<file path="src/logic/rbc_map.svh">
// offsets-free constant map for the reset and brownout controller
// assumes inclusion by bare name from the package and the top module
`ifndef RBC_MAP_SVH
`define RBC_MAP_SVH

`define RBC_CLK_MHZ 40
// supervisor trip points, millivolts, kept for reference by the analog side
`define RBC_BO1_MV 2200
`define RBC_BO2_MV 1850
`define RBC_POR_TAKEOVER_MV 1000
// fixed clock count of the wake-up timer
`define RBC_WAKE_CLKS 4096
// digital hysteresis hold on the comparators, microseconds
`define RBC_HYST_US 10
`define RBC_HYST_CYC (`RBC_HYST_US * `RBC_CLK_MHZ)
`define RBC_BOOT_VECTOR 32'h0000_0000
// reset cause bit positions
`define RBC_CAUSE_EXT 0
`define RBC_CAUSE_WDT 1
`define RBC_CAUSE_POR 2
`define RBC_CAUSE_BROWN 3
`define RBC_NUM_CAUSES 4
// synchroniser reset values: ext_n, por, stage one, stage two, osc_ready
`define RBC_SYNC_RST 5'h0E

`endif

</file>
<file path="src/logic/rbc_pkg.sv">
// types shared by the reset and brownout controller
// assumes rbc_map.svh is on the include path
package rbc_pkg;
`include "rbc_map.svh"

   typedef enum logic [2:0] {
      RBC_ST_HOLD = 3'b001,
      RBC_ST_WAKE = 3'b010,
      RBC_ST_RUN  = 3'b100
   } rbc_state_t;

   typedef logic [`RBC_NUM_CAUSES-1:0] rbc_cause_t;

endpackage : rbc_pkg

</file>
<file path="src/logic/rbc_top.sv">
// chip reset combiner, wake-up timer and two-stage brownout supervisor
// assumes analog comparators and power-on detector deliver asynchronous levels
// Notes on behaviour
// - chip reset merges pin, watchdog, power-on and brownout causes only
// - any cause drives status pin low and restarts the wake-up timer
// - reset held until pin released, oscillator up, count done, flash ready
// - status pin goes high at release, or when supply recovers from a brownout-only reset
// - at release the processor fetches from address zero, the boot vector
// - every register sits at its reset value while sys_rst is asserted
// - first brownout stage raises an interrupt request below 2.2 V
// - interrupt reaches cpu only when enabled; status always readable
// - second brownout stage forces chip reset below 1.85 V
// - brownout holds reset down to about 1 V, then power-on takes over
// - both brownout stages have hysteresis so the indication stays stable
`timescale 1ns/10ps
`include "rbc_map.svh"
module rbc_top #(
   parameter int CNT_W = 13,
   parameter logic [CNT_W-1:0] WAKE_CLKS = CNT_W'(`RBC_WAKE_CLKS),
   parameter logic [CNT_W-1:0] HYST_CLKS = CNT_W'(`RBC_HYST_CYC)
) (
   input wire logic ref_clk,
   input wire logic sys_rst,
   input wire logic ext_reset_n,
   input wire logic wdt_timeout,
   input wire logic por_active,
   input wire logic brownout_stage1_cmp,
   input wire logic brownout_stage2_cmp,
   input wire logic osc_ready,
   input wire logic flash_init_done,
   input wire logic brownout_irq_enable,
   output logic chip_reset_q,
   output logic reset_status_out,
   output logic cpu_start_q,
   output logic [31:0] boot_addr_q,
   output logic brownout_irq_q,
   output logic brownout_status_q,
   output logic cpu_irq_q,
   output rbc_pkg::rbc_cause_t reset_cause_q
);
   import rbc_pkg::*;

   logic [4:0] sync_s;
   logic ext_n_s;
   logic por_s;
   logic bo1_s;
   logic bo2_s;
   logic osc_s;

   rbc_sync #(
      .WIDTH(5),
      .RST_VAL(`RBC_SYNC_RST)
   ) u_sync (
      .ref_clk(ref_clk),
      .sys_rst(sys_rst),
      .async_in({osc_ready, brownout_stage2_cmp, brownout_stage1_cmp, por_active, ext_reset_n}),
      .sync_out(sync_s)
   );

   assign ext_n_s = sync_s[0];
   assign por_s = sync_s[1];
   assign bo1_s = sync_s[2];
   assign bo2_s = sync_s[3];
   assign osc_s = sync_s[4];

   // hysteresis: a stage trips at once, clears only after a quiet spell
   function automatic logic [CNT_W-1:0] hyst_cnt(input logic cmp, input logic [CNT_W-1:0] c);
      if (cmp) begin
         hyst_cnt = '0;
      end else if (c != HYST_CLKS) begin
         hyst_cnt = c + CNT_W'(1);
      end else begin
         hyst_cnt = c;
      end
   endfunction : hyst_cnt

   logic bo1_flag_q, bo1_flag_d;
   logic bo2_flag_q, bo2_flag_d;
   logic [CNT_W-1:0] h1_q, h1_d, h2_q, h2_d;

   always_comb begin
      h1_d = hyst_cnt(bo1_s, h1_q);
      h2_d = hyst_cnt(bo2_s, h2_q);
      bo1_flag_d = bo1_s || (bo1_flag_q && h1_d != HYST_CLKS);
      bo2_flag_d = bo2_s || (bo2_flag_q && h2_d != HYST_CLKS);
   end

   always_ff @(posedge ref_clk or posedge sys_rst) begin
      if (sys_rst) begin
         h1_q <= '0;
         h2_q <= '0;
         bo1_flag_q <= 1'b1;
         bo2_flag_q <= 1'b1;
      end else begin
         h1_q <= h1_d;
         h2_q <= h2_d;
         bo1_flag_q <= bo1_flag_d;
         bo2_flag_q <= bo2_flag_d;
      end
   end

   // interrupt path toward the interrupt controller
   logic bo_irq_d, bo_status_d, cpu_irq_d;

   always_comb begin
      bo_irq_d = bo1_flag_d;
      bo_status_d = bo1_flag_d;
      cpu_irq_d = bo1_flag_d && brownout_irq_enable;
   end

   always_ff @(posedge ref_clk or posedge sys_rst) begin
      if (sys_rst) begin
         brownout_irq_q <= 1'b0;
         brownout_status_q <= 1'b0;
         cpu_irq_q <= 1'b0;
      end else begin
         brownout_irq_q <= bo_irq_d;
         brownout_status_q <= bo_status_d;
         cpu_irq_q <= cpu_irq_d;
      end
   end

   // reset sequencer
   rbc_cause_t cause_now;
   rbc_cause_t cause_d;
   rbc_state_t state_q, state_d;
   logic [CNT_W-1:0] wake_q, wake_d;
   logic any_cause;
   logic chip_reset_d, rso_d, cpu_start_d;
   logic [31:0] boot_addr_d;

   always_comb begin
      cause_now = '0;
      cause_now[`RBC_CAUSE_EXT] = !ext_n_s;
      cause_now[`RBC_CAUSE_WDT] = wdt_timeout;
      // below the brownout floor the power-on detector keeps reset
      cause_now[`RBC_CAUSE_POR] = por_s;
      cause_now[`RBC_CAUSE_BROWN] = bo2_flag_d;
      any_cause = |cause_now;
   end

   always_comb begin
      state_d = state_q;
      wake_d = wake_q;
      cause_d = reset_cause_q;
      case (state_q)
         RBC_ST_HOLD: begin
            wake_d = '0;
            cause_d = reset_cause_q | cause_now; // set wins while held
            if (!any_cause) begin
               state_d = RBC_ST_WAKE;
            end
         end
         RBC_ST_WAKE: begin
            cause_d = reset_cause_q | cause_now;
            if (any_cause) begin
               state_d = RBC_ST_HOLD;
               wake_d = '0;
            end else if (osc_s && wake_q != WAKE_CLKS) begin
               wake_d = wake_q + CNT_W'(1);
            end else if (osc_s && flash_init_done) begin
               state_d = RBC_ST_RUN;
            end
         end
         RBC_ST_RUN: begin
            if (any_cause) begin
               state_d = RBC_ST_HOLD;
               wake_d = '0;
               cause_d = cause_now; // new episode replaces old cause
            end
         end
         default: begin
            state_d = RBC_ST_HOLD;
            wake_d = '0;
         end
      endcase
      chip_reset_d = (state_d != RBC_ST_RUN);
      // brownout-only episode: pin follows the supply, not the timer
      rso_d = (state_d == RBC_ST_RUN) ||
              (state_d == RBC_ST_WAKE && cause_d == rbc_cause_t'(1 << `RBC_CAUSE_BROWN));
      cpu_start_d = (state_d == RBC_ST_RUN) && (state_q != RBC_ST_RUN);
      boot_addr_d = `RBC_BOOT_VECTOR;
   end

   always_ff @(posedge ref_clk or posedge sys_rst) begin
      if (sys_rst) begin
         state_q <= RBC_ST_HOLD;
         wake_q <= '0;
         reset_cause_q <= rbc_cause_t'(1 << `RBC_CAUSE_POR);
         chip_reset_q <= 1'b1;
         reset_status_out <= 1'b0;
         cpu_start_q <= 1'b0;
         boot_addr_q <= `RBC_BOOT_VECTOR;
      end else begin
         state_q <= state_d;
         wake_q <= wake_d;
         reset_cause_q <= cause_d;
         chip_reset_q <= chip_reset_d;
         reset_status_out <= rso_d;
         cpu_start_q <= cpu_start_d;
         boot_addr_q <= boot_addr_d;
      end
   end
endmodule : rbc_top

</file>
<file path="src/logic/rbc_sync.sv">
// two-flop level synchroniser, one lane per bit
// assumes inputs are asynchronous levels; each lane has its own reset value
`timescale 1ns/10ps
module rbc_sync #(
   parameter int WIDTH = 1,
   parameter logic [WIDTH-1:0] RST_VAL = '0
) (
   input wire logic ref_clk,
   input wire logic sys_rst,
   input wire logic [WIDTH-1:0] async_in,
   output logic [WIDTH-1:0] sync_out
);
   logic [WIDTH-1:0] meta_q;

   // first stage feeds only the second stage
   always_ff @(posedge ref_clk or posedge sys_rst) begin
      if (sys_rst) begin
         meta_q <= RST_VAL;
         sync_out <= RST_VAL;
      end else begin
         meta_q <= async_in;
         sync_out <= meta_q;
      end
   end
endmodule : rbc_sync

</file>
<file path="config.mk">
export PLATFORM = sky130hd
export DESIGN_NAME = rbc_top
export DESIGN_NICKNAME = d
export VERILOG_FILES = /design/src/logic/rbc_pkg.sv /design/src/logic/rbc_top.sv /design/src/logic/rbc_sync.sv
export VERILOG_INCLUDE_DIRS = /design/src /design/src/logic
export SDC_FILE = /design/constraint.sdc
export NUM_CORES = 1
export LEC_CHECK = 0
export BUFFER_PORTS_ARGS = -buffer_cell sky130_fd_sc_hd__clkbuf_2
export CORE_MARGIN = 4
export CORE_UTILIZATION = 45
export CTS_BUF_LIST = sky130_fd_sc_hd__clkbuf_8
export CTS_CLUSTER_DIAMETER = 40
export DETAILED_ROUTE_END_ITERATION = 16
export PLACE_DENSITY = 0.67
export REMOVE_ABC_BUFFERS = 1
export SYNTH_ARGS = -nofsm -noshare
export SYNTH_HDL_FRONTEND = slang
export SYNTH_SLANG_ARGS = --single-unit
</file>
<file path="constraint.sdc">
create_clock -name ref_clk -period 3.1 [get_ports ref_clk]
set_clock_uncertainty 0.15 [all_clocks]
set_input_delay 0.155 -clock ref_clk [delete_from_list [all_inputs] [get_ports ref_clk]]
set_output_delay 0.155 -clock ref_clk [all_outputs]
set_load 0.03 [all_outputs]
</file>
== Word level (Yosys, flattened, before mapping) ==
Cells that the tools add are included.

* Flip-flop bits (word level): 63
* Input port bits: 10
* Output and inout port bits: 42
* Word-level logic and storage cells: 63

* Add/sub/neg operators: 3
* Eq/ne operators: 15
* Multiplexer cells: 16
* Bitwise operators: 1
* Reduce and logical (&&, ||, !) cells: 14

{| class="wikitable"
|+ Operators with widths
! cell !! number
|-
| 13-bit two-way mux || 7
|-
| 13-bit by 9-bit != test with 1-bit output, second input constant || 4
|-
| 13-bit by 1-bit adder with 13-bit output, second input constant || 3
|-
| 13-bit one-hot mux with 2 select lines || 1
|-
| 3-bit two-way mux || 5
|-
| 13-bit != test, second input constant || 1
|-
| 3-bit != test, second input constant || 3
|-
| 3-bit one-hot mux with 3 select lines || 1
|-
| 4-bit one-hot mux with 2 select lines || 1
|-
| 1-bit logical AND || 7
|-
| 3-bit by 2-bit equality test with 1-bit output, second input constant || 2
|-
| 3-bit equality test, second input constant || 2
|-
| 4-bit equality test, second input constant || 1
|-
| 4-bit two-way mux || 1
|-
| 4-bit OR || 1
|-
| 4-bit OR reduction || 1
|-
| 3-bit by 1-bit equality test with 1-bit output, second input constant || 1
|-
| 1-bit logical OR || 3
|-
| 2-bit != test, second input constant || 1
|-
| 2-bit AND reduction || 1
|-
| 2-bit OR reduction || 1
|-
| 1-bit logical NOT || 1
|}

== Logic depth before layout (Yosys ltp) ==
Gate-level depths: netlist of the first run.

* Depth after elaboration: 12
* Gate-level depth with buffers: 9
* Gate-level depth less buffers: 8

== Hierarchy ==
Synthesis of the first run repeated with hierarchy kept, for this count alone.

* Cell total of the unflattened synthesis: 380
* Area, all modules: 3520.9 µm²

{| class="wikitable"
|+ By module, submodules not included
! module !! instances !! cells each !! area each (µm²) !! seq. area each (µm²)
|-
| rbc_top || 1 || 369 || 3259.4 || 1332.5
|-
| rbc_sync || 1 || 11 || 261.5 || 257.7
|}

== Least setup slack after synthesis of the first run ==
No wires, ideal clock.

* Kind: reg-to-reg
* Start point: reg h2_q[2]
* End point: reg state_q[1]
* Setup time: 121 ps
* Arrival: 2442 ps
* Required time: 2829 ps
* Setup slack: 387 ps
* Cell stages (with the launch flop): 9
* Path buffers: 2
* Clock period less this slack: 2713 ps
* Path through: dfrtp_1 buf_6 or4_4 nor4_4 mux2_4 and4b_1 a22oi_2 buf_2 nor2_1

* Longest elaborated chain between the ends: 9
* Elaborated cells between the ends (all ways): 12
* Classes of those cells: 1 x add/sub; 2 x eq/ne; 6 x mux; 3 x reduce/logical

{| class="wikitable"
|+ RTL lines
! item !! RTL line !! source
|-
| start, declared || rbc_top.sv:79 || <nowiki>logic [CNT_W-1:0] h1_q, h1_d, h2_q, h2_d;</nowiki>
|-
| start signal, assigned || rbc_top.sv:91 || <nowiki>h2_q <= '0;</nowiki>
|-
| start signal, assigned || rbc_top.sv:96 || <nowiki>h2_q <= h2_d;</nowiki>
|-
| 13-bit by 1-bit adder with 13-bit output / 13-bit by 9-bit != test with 1-bit output (equally long branches) || rbc_top.sv:71, rbc_top.sv:70 ||
|-
| 13-bit two-way mux * || rbc_top.sv:70 || <nowiki>end else if (c != HYST_CLKS) begin</nowiki>
|-
| 13-bit two-way mux * || rbc_top.sv:68 || <nowiki>if (cmp) begin</nowiki>
|-
| 13-bit by 9-bit != test with 1-bit output * || rbc_top.sv:85 || <nowiki>bo2_flag_d = bo2_s || (bo2_flag_q && h2_d != HYST_CLKS);</nowiki>
|-
| 1-bit logical AND * || rbc_top.sv:85 ||
|-
| 1-bit logical OR * || rbc_top.sv:85 ||
|-
| 4-bit OR reduction * || rbc_top.sv:139 || <nowiki>any_cause = |cause_now;</nowiki>
|-
| 3-bit two-way mux (on tied branches) || rbc_top.sv:166, rbc_top.sv:150, rbc_top.sv:156 ||
|-
| 3-bit one-hot mux with 3 select lines * || rbc_top.sv:146 || <nowiki>case (state_q)</nowiki>
|-
| via state_d[1] || rbc_top.sv:126 || <nowiki>rbc_state_t state_q, state_d;</nowiki>
|-
| end signal, assigned || rbc_top.sv:195 || <nowiki>state_q <= state_d;</nowiki>
|-
| end, declared || rbc_top.sv:126 ||
|}

Mark *: on every way through the listed nets, which the timed path passes. The rest lies on a longest branch.
A chain may end at the register's enable or synchronous reset.

== Worst setup path after layout of the first run ==
* Start point: reg h2_q[2]
* End point: reg reset_cause_q[0]

* Longest elaborated chain between the ends: 9
* Elaborated cells between the ends (all ways): 10
* Classes of those cells: 1 x add/sub; 2 x eq/ne; 4 x mux; 3 x reduce/logical

{| class="wikitable"
|+ RTL lines
! item !! RTL line !! source
|-
| 13-bit by 1-bit adder with 13-bit output / 13-bit by 9-bit != test with 1-bit output (equally long branches) || rbc_top.sv:71, rbc_top.sv:70 ||
|-
| 13-bit two-way mux * || rbc_top.sv:70 ||
|-
| 13-bit two-way mux * || rbc_top.sv:68 ||
|-
| 13-bit by 9-bit != test with 1-bit output * || rbc_top.sv:85 ||
|-
| 1-bit logical AND * || rbc_top.sv:85 ||
|-
| 1-bit logical OR * || rbc_top.sv:85 ||
|-
| 4-bit OR reduction * || rbc_top.sv:139 ||
|-
| 4-bit two-way mux * || rbc_top.sv:166 || <nowiki>if (any_cause) begin</nowiki>
|-
| 4-bit one-hot mux with 2 select lines * || rbc_top.sv:146 ||
|-
| via cause_d[0] || rbc_top.sv:125 || <nowiki>rbc_cause_t cause_d;</nowiki>
|-
| end signal, assigned || rbc_top.sv:189 || <nowiki>reset_cause_q <= rbc_cause_t'(1 << `RBC_CAUSE_POR);</nowiki>
|-
| end signal, assigned || rbc_top.sv:197 || <nowiki>reset_cause_q <= cause_d;</nowiki>
|-
| end, declared || rbc_top.sv:39 || <nowiki>output rbc_pkg::rbc_cause_t reset_cause_q</nowiki>
|}

Marked as above.

==> flow_summary.toml, run 1 <==
[status]
status = "completed"

[drt]
dr.pass1.iters = 4
met1_length_um = 3060
wl_met2_um = 3260
ant_nets = 0
via_count = 2618
dr_wl_met3_um = 388
drcViolationCount = 0
wl_per_cell_um = 13.4
drt_iter0_drc = 95
via_per_inst = 5.18
routed_wl_um = 6790
routed.top_layer = "met4"

[final_layout]
final_cells = 505
nets = 417
seq_area_sq_um = 1590
drive_gt1_frac = 0.150
diodes = 0
multi_input_comb_area_sq_um = 1670
area_growth_pct = 10.9
num-fill-cells = 693
final_common_cell = "dfrtp_1"
final_cell_mix = "dfrtp_1, nor2_1, conb_1"

[synth]
ys_ff_latch = 63
yosysUniqueCellTypes = 56
ys_seq_area_frac = 0.454
synth_compound_area_frac = 0.114
netlist_instances = 372
synth_ff_type = "dfrtp_1"
yosys.area_share.simple = 0.255
synth_fa_ha_area_frac = 0.0214
muxShareOfSynthArea = 0.0164
async_reset_ff_frac = 1.00
synth-xor-area-share = 0.0350
synth_top_family_by_area = "simple AND/OR/NAND/NOR gates"
synthesis.area_sq_um = 3510
yosysWarnings = 0
synth_area_per_cell_sq_um = 9.42
synth_edf_count = 0

[sta]
fmax_ghz = 0.370
fin_tns_setup_ns = 0
setup_ws_ns = 0.399
slew_viol_final = 0
worstMarginPinSlew_ns = 0.587
post-route-period-util = 0.871
hold_ws_ns = 0.201
fin_crit_ns = 2.70
max_slew_margin = 0.608
rsz0062_at_grt = "no"
hold_viol = 0
setup_viol = 0

[pwr]
leakage_nw = 1.61
pwr-share-comb = 0.069
p_int_mw = 1.41
power_switching_mw = 0.422
p_per_area_nw_per_um2 = 471
pwr-share-clk = 0.462
vdd_drop_max_uv = 324
swShare = 0.230
power_frac_seq = 0.469
p_total_mw = 1.83

[clock_network]
cts_sinks = 63
cts_tree = "built"
clock_latency_ns = 0.34
hold_buffers = 8
cts-root-buf = "clkbuf_8"
post_cts_buffers = 0
cts.reportedPaths.clkPinSlew_ns = 0.07
ctsHtreeMaxLevel = 3
ctsLongestPathBuffers = 2
cts_buffers = 9
cts_resized = 0

[setup_path]
timing.reg2reg.setup_slack_ns = 0.40
critPathMaxFanout = 22
cp.buffers_inverters = 1
cpMaxStageDelayCell = "or4_4"
worstSetupEndpointType = "flop"
worst_path_largest_cell_delay_ns = 0.58
crit_required_ns = 3.17
start_kind = "flop"
cpLargestDelayFamily = "simple AND/OR/NAND/NOR gates"
worstPathArrival_ns = 2.77
cp_cell_sequence = "or4_4, nor4_4, mux2_4, and4b_1, a22oi_2, buf_4, a31oi_1"
worstSetupPathType = "reg -> reg"

[global_route]
grt_max_degree = 37
grt_pass1_wl_um = 11800
antenna_found_initial = 0
grt_pass1_vias = 2552
track_usage = 0.164
grt_overflow = 0

[floorplan]
coreArea_sq_um = 7410
initial_core_util = 0.473
chipHeight_um = 96.3
io_pins = 52
die_w_um = 96.3
dieArea_sq_um = 9270
fp-row-count = 31

[run]
max-cap-violations = 0

[placed_design]
place_congestion = 0.840
dp_slack_ns = 0.412
place_inst = 481
hpwl_um = 4780
port-buffer-count = 19

[worst_hold_path]
hold_class = "reg -> reg"
==> power by group through the flow <==
stage | logic, mW | registers, mW | clock network [mW]
detailed placement | 0.119 | 0.874 | 0
finish | 0.127 | 0.859 | 0.847
global placement | 0.118 | 0.873 | 0
global route | 0.143 | 0.861 | 0.908
CTS | 0.127 | 0.859 | 0.869
floorplan | 0.0980 | 0.869 | 0
==> flip-flops by register name, indices dropped and copies added, names as in the netlist <==
register,cells
state_q,3
u_sync.meta_q,5
h2_q,13
bo2_flag_q,1
cpu_start_q,1
bo1_flag_q,1
cpu_irq_q,1
reset_status_out,1
h1_q,13
brownout_status_q,1
chip_reset_q,1
wake_q,13
u_sync.sync_out,5
reset_cause_q,4
==> cell type report <==
| class | count | share of cell area |
|---|---|---|
| multi-input combinational | 281 | 0.430 |
| sequential | 63 | 0.409 |
| timing repair buffer | 31 | 0.0528 |
| clock buffer | 13 | 0.0460 |
| tap | 99 | 0.0319 |
| clock inverter | 3 | 0.0164 |
| inverter | 15 | 0.0145 |
==> cells in the mapped netlist (all sizes together), types with 6 or more instances <==
library cell  instances  share of area
nand3                17          0.024
clkbuf                8         0.0086
and3                  6          0.011
dfstp                11          0.082
a21oi                26          0.037
nor4b                 7          0.017
buf                  36          0.079
dfrtp                52           0.37
nand3b                8          0.017
xnor2                 9          0.022
nor3                 13          0.019
or4                   7          0.016
nand2                12          0.013
nand4                 7          0.012
inv                  15          0.016
or3                   8          0.014
ha                    6          0.021
nor2                 44          0.047
and2                  8          0.014
o21ai                15          0.021
==> kinds of logic after synthesis <==
kind of cell / count (synthesis)
xor+xnor: 14
flops: 63
simple gates: 159
compound gates: 65
fa+ha+maj: 6
buf+inv: 59
other cells: 1
mux: 5
==> metrics by stage <==
step                       util  area [sq um]
after floorplan               -          3320
after global placement    0.481          3570
after detailed placement  0.481          3570
after CTS                 0.525          3890
after global routing      0.525          3890
final                     0.525          3890
==> final timing paths <==
kind / from / to / depth (start not counted)
min in group asynchronous: sys_rst / cpu_irq_q$_DFF_PP0_ / 3
min: u_sync.meta_q[2]$_DFF_PP1_ / u_sync.sync_out[2]$_DFF_PP1_ / 0
min reg2reg: u_sync.meta_q[2]$_DFF_PP1_ / u_sync.sync_out[2]$_DFF_PP1_ / 0
max in group asynchronous: sys_rst / u_sync.meta_q[1]$_DFF_PP1_ / 4
max reg2reg: h2_q[2]$_DFF_PP0_ / reset_cause_q[0]$_DFF_PP0_ / 7
max: h2_q[2]$_DFF_PP0_ / reset_cause_q[0]$_DFF_PP0_ / 7
==> per-layer routing <==
layer  up-vias  global-route usage
li1       1304                   -
met3         8              0.0500
met1      1236               0.208
met5         -                   0
met2        70               0.267
met4         0              0.0533
==> worst reg2reg max path, delay by kind of cell, from the launching register on <==
kind	cells	cell delay [ns]
multiplexers	1	0.34
AND/OR/NAND/NOR	3	1.09
flip-flops	1	0.47
buffers and inverters	1	0.28
AO/OA/AOI/OAI	2	0.26
Power figures use the tool's default switching activity.
==> run 2, diff against run 1 <==
- PLACE_DENSITY: 0.67 -> 0.65
==> run 2 against run 1 <==
Global-route usage is 0.15 points lower. Routed wire length increased by 1.9%. Non-clock buffer count up 1. Count of clock-buffer cells in the layout shrank 3. Combinational power about the same. Utilization fell by 0.91 points. Worst hold slack lost 0.0013 ns. Design area decreased by 1.7%. Maximum frequency down 0.45%. Sequential share of layout area rose by 0.72 points. Register-to-register slack barely moved. Largest power group unchanged.
==> flow_summary.toml, run 2 (synthesis results as in run 1) <==
[run]
max-cap-violations = 0

[setup_path]
worst_path_largest_cell_delay_ns = 0.58
crit_required_ns = 3.17
worstSetupEndpointType = "flop"
start_kind = "flop"
cpMaxStageDelayCell = "or4_4"
cp_cell_sequence = "or4_4, nor4_4, mux2_4, and4b_1, a22oi_2, buf_4, a31oi_1"
critPathMaxFanout = 22
worstPathArrival_ns = 2.78
worstSetupPathType = "reg -> reg"

[clock_network]
cts_buffers = 9
cts.reportedPaths.clkPinSlew_ns = 0.07
cts-root-buf = "clkbuf_8"
post_cts_buffers = 0
ctsHtreeMaxLevel = 3
clock_latency_ns = 0.34
ctsLongestPathBuffers = 2
cts_sinks = 63
cts_tree = "built"

[floorplan]
io_pins = 52
fp-row-count = 31
die_w_um = 96.3
dieArea_sq_um = 9270
initial_core_util = 0.473
coreArea_sq_um = 7410
chipHeight_um = 96.3

[global_route]
grt_pass1_wl_um = 11700
grt_pass1_vias = 2561
grt_max_degree = 41
track_usage = 0.163
grt_overflow = 0
antenna_found_initial = 0

[placed_design]
place_congestion = 0.802
port-buffer-count = 19
hpwl_um = 4830

[final_layout]
nets = 418
reg.largest.list = "h1_q: 13 flops, h2_q: 13 flops, wake_q: 13 flops"
diodes = 0
final_cell_mix = "dfrtp_1, nor2_1, conb_1"
final_common_cell = "dfrtp_1"
drive_gt1_frac = 0.150
utilization = 0.516
area_growth_pct = 8.99

[sta]
hold_viol = 0
setup_viol = 0
fmax_ghz = 0.369
fin_crit_ns = 2.71
post-route-period-util = 0.875
rsz0062_at_grt = "no"
fin_tns_setup_ns = 0
worstMarginPinSlew_ns = 0.829
slew_viol_final = 0
max_slew_margin = 0.447

[drt]
ant_nets = 0
drt_iter0_drc = 147
via_per_inst = 5.28
via_count = 2673
drcViolationCount = 0
routed_wl_um = 6920
wl_per_cell_um = 13.7
dr.pass1.iters = 4

[pwr]
p_per_area_nw_per_um2 = 420
vdd_drop_max_uv = 201
leakage_nw = 1.58

[worst_hold_path]
hold_class = "reg -> reg"

[status]
status = "completed"
## run 2: cell count changes in the layout (fill, tap and decap cells not counted)
| cell | delta |
|---|---|
| bufinv_16 | -2 |
| clkinv_2 | +3 |
| inv_1 | +1 |
| clkinvlp_4 | +1 |
| buf_4 | +1 |
| clkbuf_8 | -3 |
## run 2: report_power, final
part / leakage, nW / internal (mW) / switching [mW]
Sequential: 0.805 / 0.839 / 0.0194
Clock: 0.0944 / 0.302 / 0.318
Combinational: 0.681 / 0.0343 / 0.0930
Total: 1.58 / 1.18 / 0.430
## run 2: path summary, 6_finish.rpt
check                                           start                           end  slack (ns)  cells after the start
max                                 h2_q[2]$_DFF_PP0_    reset_cause_q[0]$_DFF_PP0_        0.39                      7
min                        u_sync.meta_q[4]$_DFF_PP0_  u_sync.sync_out[4]$_DFF_PP0_        0.20                      0
max reg2reg                         h2_q[2]$_DFF_PP0_    reset_cause_q[0]$_DFF_PP0_        0.39                      7
min reg2reg                u_sync.meta_q[4]$_DFF_PP0_  u_sync.sync_out[4]$_DFF_PP0_        0.20                      0
max in group asynchronous                     sys_rst          bo2_flag_q$_DFF_PP1_        1.65                      4
min in group asynchronous                     sys_rst           cpu_irq_q$_DFF_PP0_        0.37                      3
## run 2: metal layers
layer | part of all wire | global-route usage
met2 | 0.48 | 0.265
met5 | 0 | 0
met4 | 0.014 | 0.0604
met1 | 0.47 | 0.211
met3 | 0.039 | 0.0360
## run 2: what timing repair did
| action | 4_1_cts | 5_1_grt |
|---|---|---|
| endpoints found under the hold margin | 39 | 0 |
| hold buffers | 8 | 0 |
| resized for setup | 0 | 0 |
## run 2: cell type report
cell class / instances / area (sq um)
Tap cell: 99 / 124
Sequential cell: 63 / 1590
Clock inverter: 6 / 30.0
Timing Repair Buffer: 32 / 213
Multi-Input combinational cell: 281 / 1670
Fill cell: 697 / 3590
Clock buffer: 10 / 138
Inverter: 15 / 56.3
## run 2: through the flow
step           instance area (sq um)  instances  hold slack [ns]  total power, mW  setup WS [ns]
6_report                        3820        506            0.200             1.61          0.387
5_1_grt                         3820        506            0.204             1.68          0.226
4_1_cts                         3820        506            0.200             1.62          0.373
3_5_place_dp                    3570        482           0.0942            0.993          0.408
3_3_place_gp                    3570        482           0.0958            0.992          0.452
2_1_floorplan                   3320        359          0.00948            0.967          0.157
## run 2: critical path, delay by kind of cell, from the launching register on
family | cells | cell delay (ns)
simple gates | 3 | 1.09
flops | 1 | 0.46
mux | 1 | 0.33
buf+inv | 1 | 0.28
compound gates | 2 | 0.27
==> run 3, diff against run 2 <==
- CAP_MARGIN: unset -> 20
- clock period: 3.1 -> 2.9 ns (I/O delays scaled with it)
==> run 3 against run 2 <==
Highest routed layer unchanged. Sequential power grew 7.0%. Final cell count up 0.20%. Non-clock buffer count rose by 1. Worst hold slack is essentially flat.
==> flow_summary.toml, run 3 (synthesis results as in run 1) <==
[placed_design]
dp_slack_ns = 0.261
place_area_sq_um = 3590
hpwl_um = 4860
place_congestion = 0.809
port-buffer-count = 19

[sta]
fin_crit_ns = 2.68
setup_viol = 0
worstMarginPinSlew_ns = 0.552
setup_ws_ns = 0.223
hold_ws_ns = 0.199
rsz0062_at_grt = "no"
fin_tns_setup_ns = 0
slew_viol_final = 0
hold_viol = 0
fmax_ghz = 0.374
post-route-period-util = 0.923
max_slew_margin = 0.629

[clock_network]
ctsHtreeMaxLevel = 3
ctsLongestPathBuffers = 2
cts_resized = 0
hold_buffers = 8
cts_sinks = 63
cts_tree = "built"
clock_latency_ns = 0.34
cts-root-buf = "clkbuf_8"
post_cts_buffers = 0
cts_buffers = 9
cts.reportedPaths.clkPinSlew_ns = 0.07

[floorplan]
die_w_um = 96.3
fp-row-count = 31
io_pins = 52
chipHeight_um = 96.3
initial_core_util = 0.473
coreArea_sq_um = 7410
dieArea_sq_um = 9270

[global_route]
grt_max_degree = 64
antenna_found_initial = 0
track_usage = 0.173
grt_pass1_wl_um = 12300
grt_pass1_vias = 2672
grt_overflow = 0

[final_layout]
utilization = 0.522
nets = 419
reg.largest.list = "h1_q: 13 flops, h2_q: 13 flops, wake_q: 13 flops"
area_growth_pct = 10.2
drive_gt1_frac = 0.152
final_common_cell = "dfrtp_1"
diodes = 0
final_area_sq_um = 3860
final_cell_mix = "dfrtp_1, nor2_1, conb_1"

[drt]
via_per_inst = 5.26
wl_per_cell_um = 13.9
drt_iter0_drc = 160
drcViolationCount = 0
routed_wl_um = 7030
ant_nets = 0
via_count = 2669
dr.pass1.iters = 4

[setup_path]
crit_required_ns = 2.97
start_kind = "flop"
worstSetupEndpointType = "flop"
worstSetupPathType = "reg -> reg"
critPathMaxFanout = 17
worstPathArrival_ns = 2.75

[pwr]
leakage_nw = 1.60
p_per_area_nw_per_um2 = 467
vdd_drop_max_uv = 311

[worst_hold_path]
hold_class = "reg -> reg"

[run]
max-cap-violations = 0

[status]
status = "completed"
-- run 3: final cells by class --
| cell class | instances | area [sq um] |
|---|---|---|
| multi-input combinational | 281 | 1670 |
| fill | 691 | 3540 |
| inverter | 15 | 56.3 |
| clock buffer | 10 | 138 |
| clock inverter | 6 | 52.6 |
| sequential | 63 | 1590 |
| timing repair buffer | 33 | 233 |
| tap | 99 | 124 |
-- run 3: through the flow --
stage | power (mW) | cells
floorplan | 1.03 | 359
global placement | 1.06 | 483
detailed placement | 1.07 | 483
global route | 1.88 | 507
CTS | 1.83 | 507
finish | 1.80 | 507
-- run 3: final timing paths --
check | slack [ns] | depth (start not counted) | to | start
max | 0.22 | 7 | wake_q[7]$_DFFE_PP0P_ | h2_q[2]$_DFF_PP0_
min reg2reg | 0.20 | 0 | u_sync.sync_out[4]$_DFF_PP0_ | u_sync.meta_q[4]$_DFF_PP0_
min in group asynchronous | 0.26 | 4 | wake_q[8]$_DFFE_PP0P_ | sys_rst
max in group asynchronous | 2.03 | 4 | u_sync.meta_q[1]$_DFF_PP1_ | sys_rst
max reg2reg | 0.22 | 7 | wake_q[7]$_DFFE_PP0P_ | h2_q[2]$_DFF_PP0_
min | 0.20 | 0 | u_sync.sync_out[4]$_DFF_PP0_ | u_sync.meta_q[4]$_DFF_PP0_
-- run 3: power breakdown --
group	switching [mW]	total [mW]	internal, mW
Sequential	0.0212	0.918	0.897
Clock	0.337	0.747	0.410
Combinational	0.102	0.140	0.0379
-- run 3: layer usage --
layer	up-vias	GRT usage	wire length [um]
li1	1312	-	-
met1	1280	0.225	3260
met2	64	0.275	3300
met3	13	0.0266	305
met4	0	0.0924	170
met5	-	0	0
-- run 3: worst max-delay path, cell delays in order (launching register included) --
cell and delay [ns]:
dfrtp_1 0.47, or4_4 0.58, nor4_4 0.31, mux2_4 0.33, and4b_1 0.20, a22oi_2 0.17
buf_4 0.25, a21oi_1 0.08
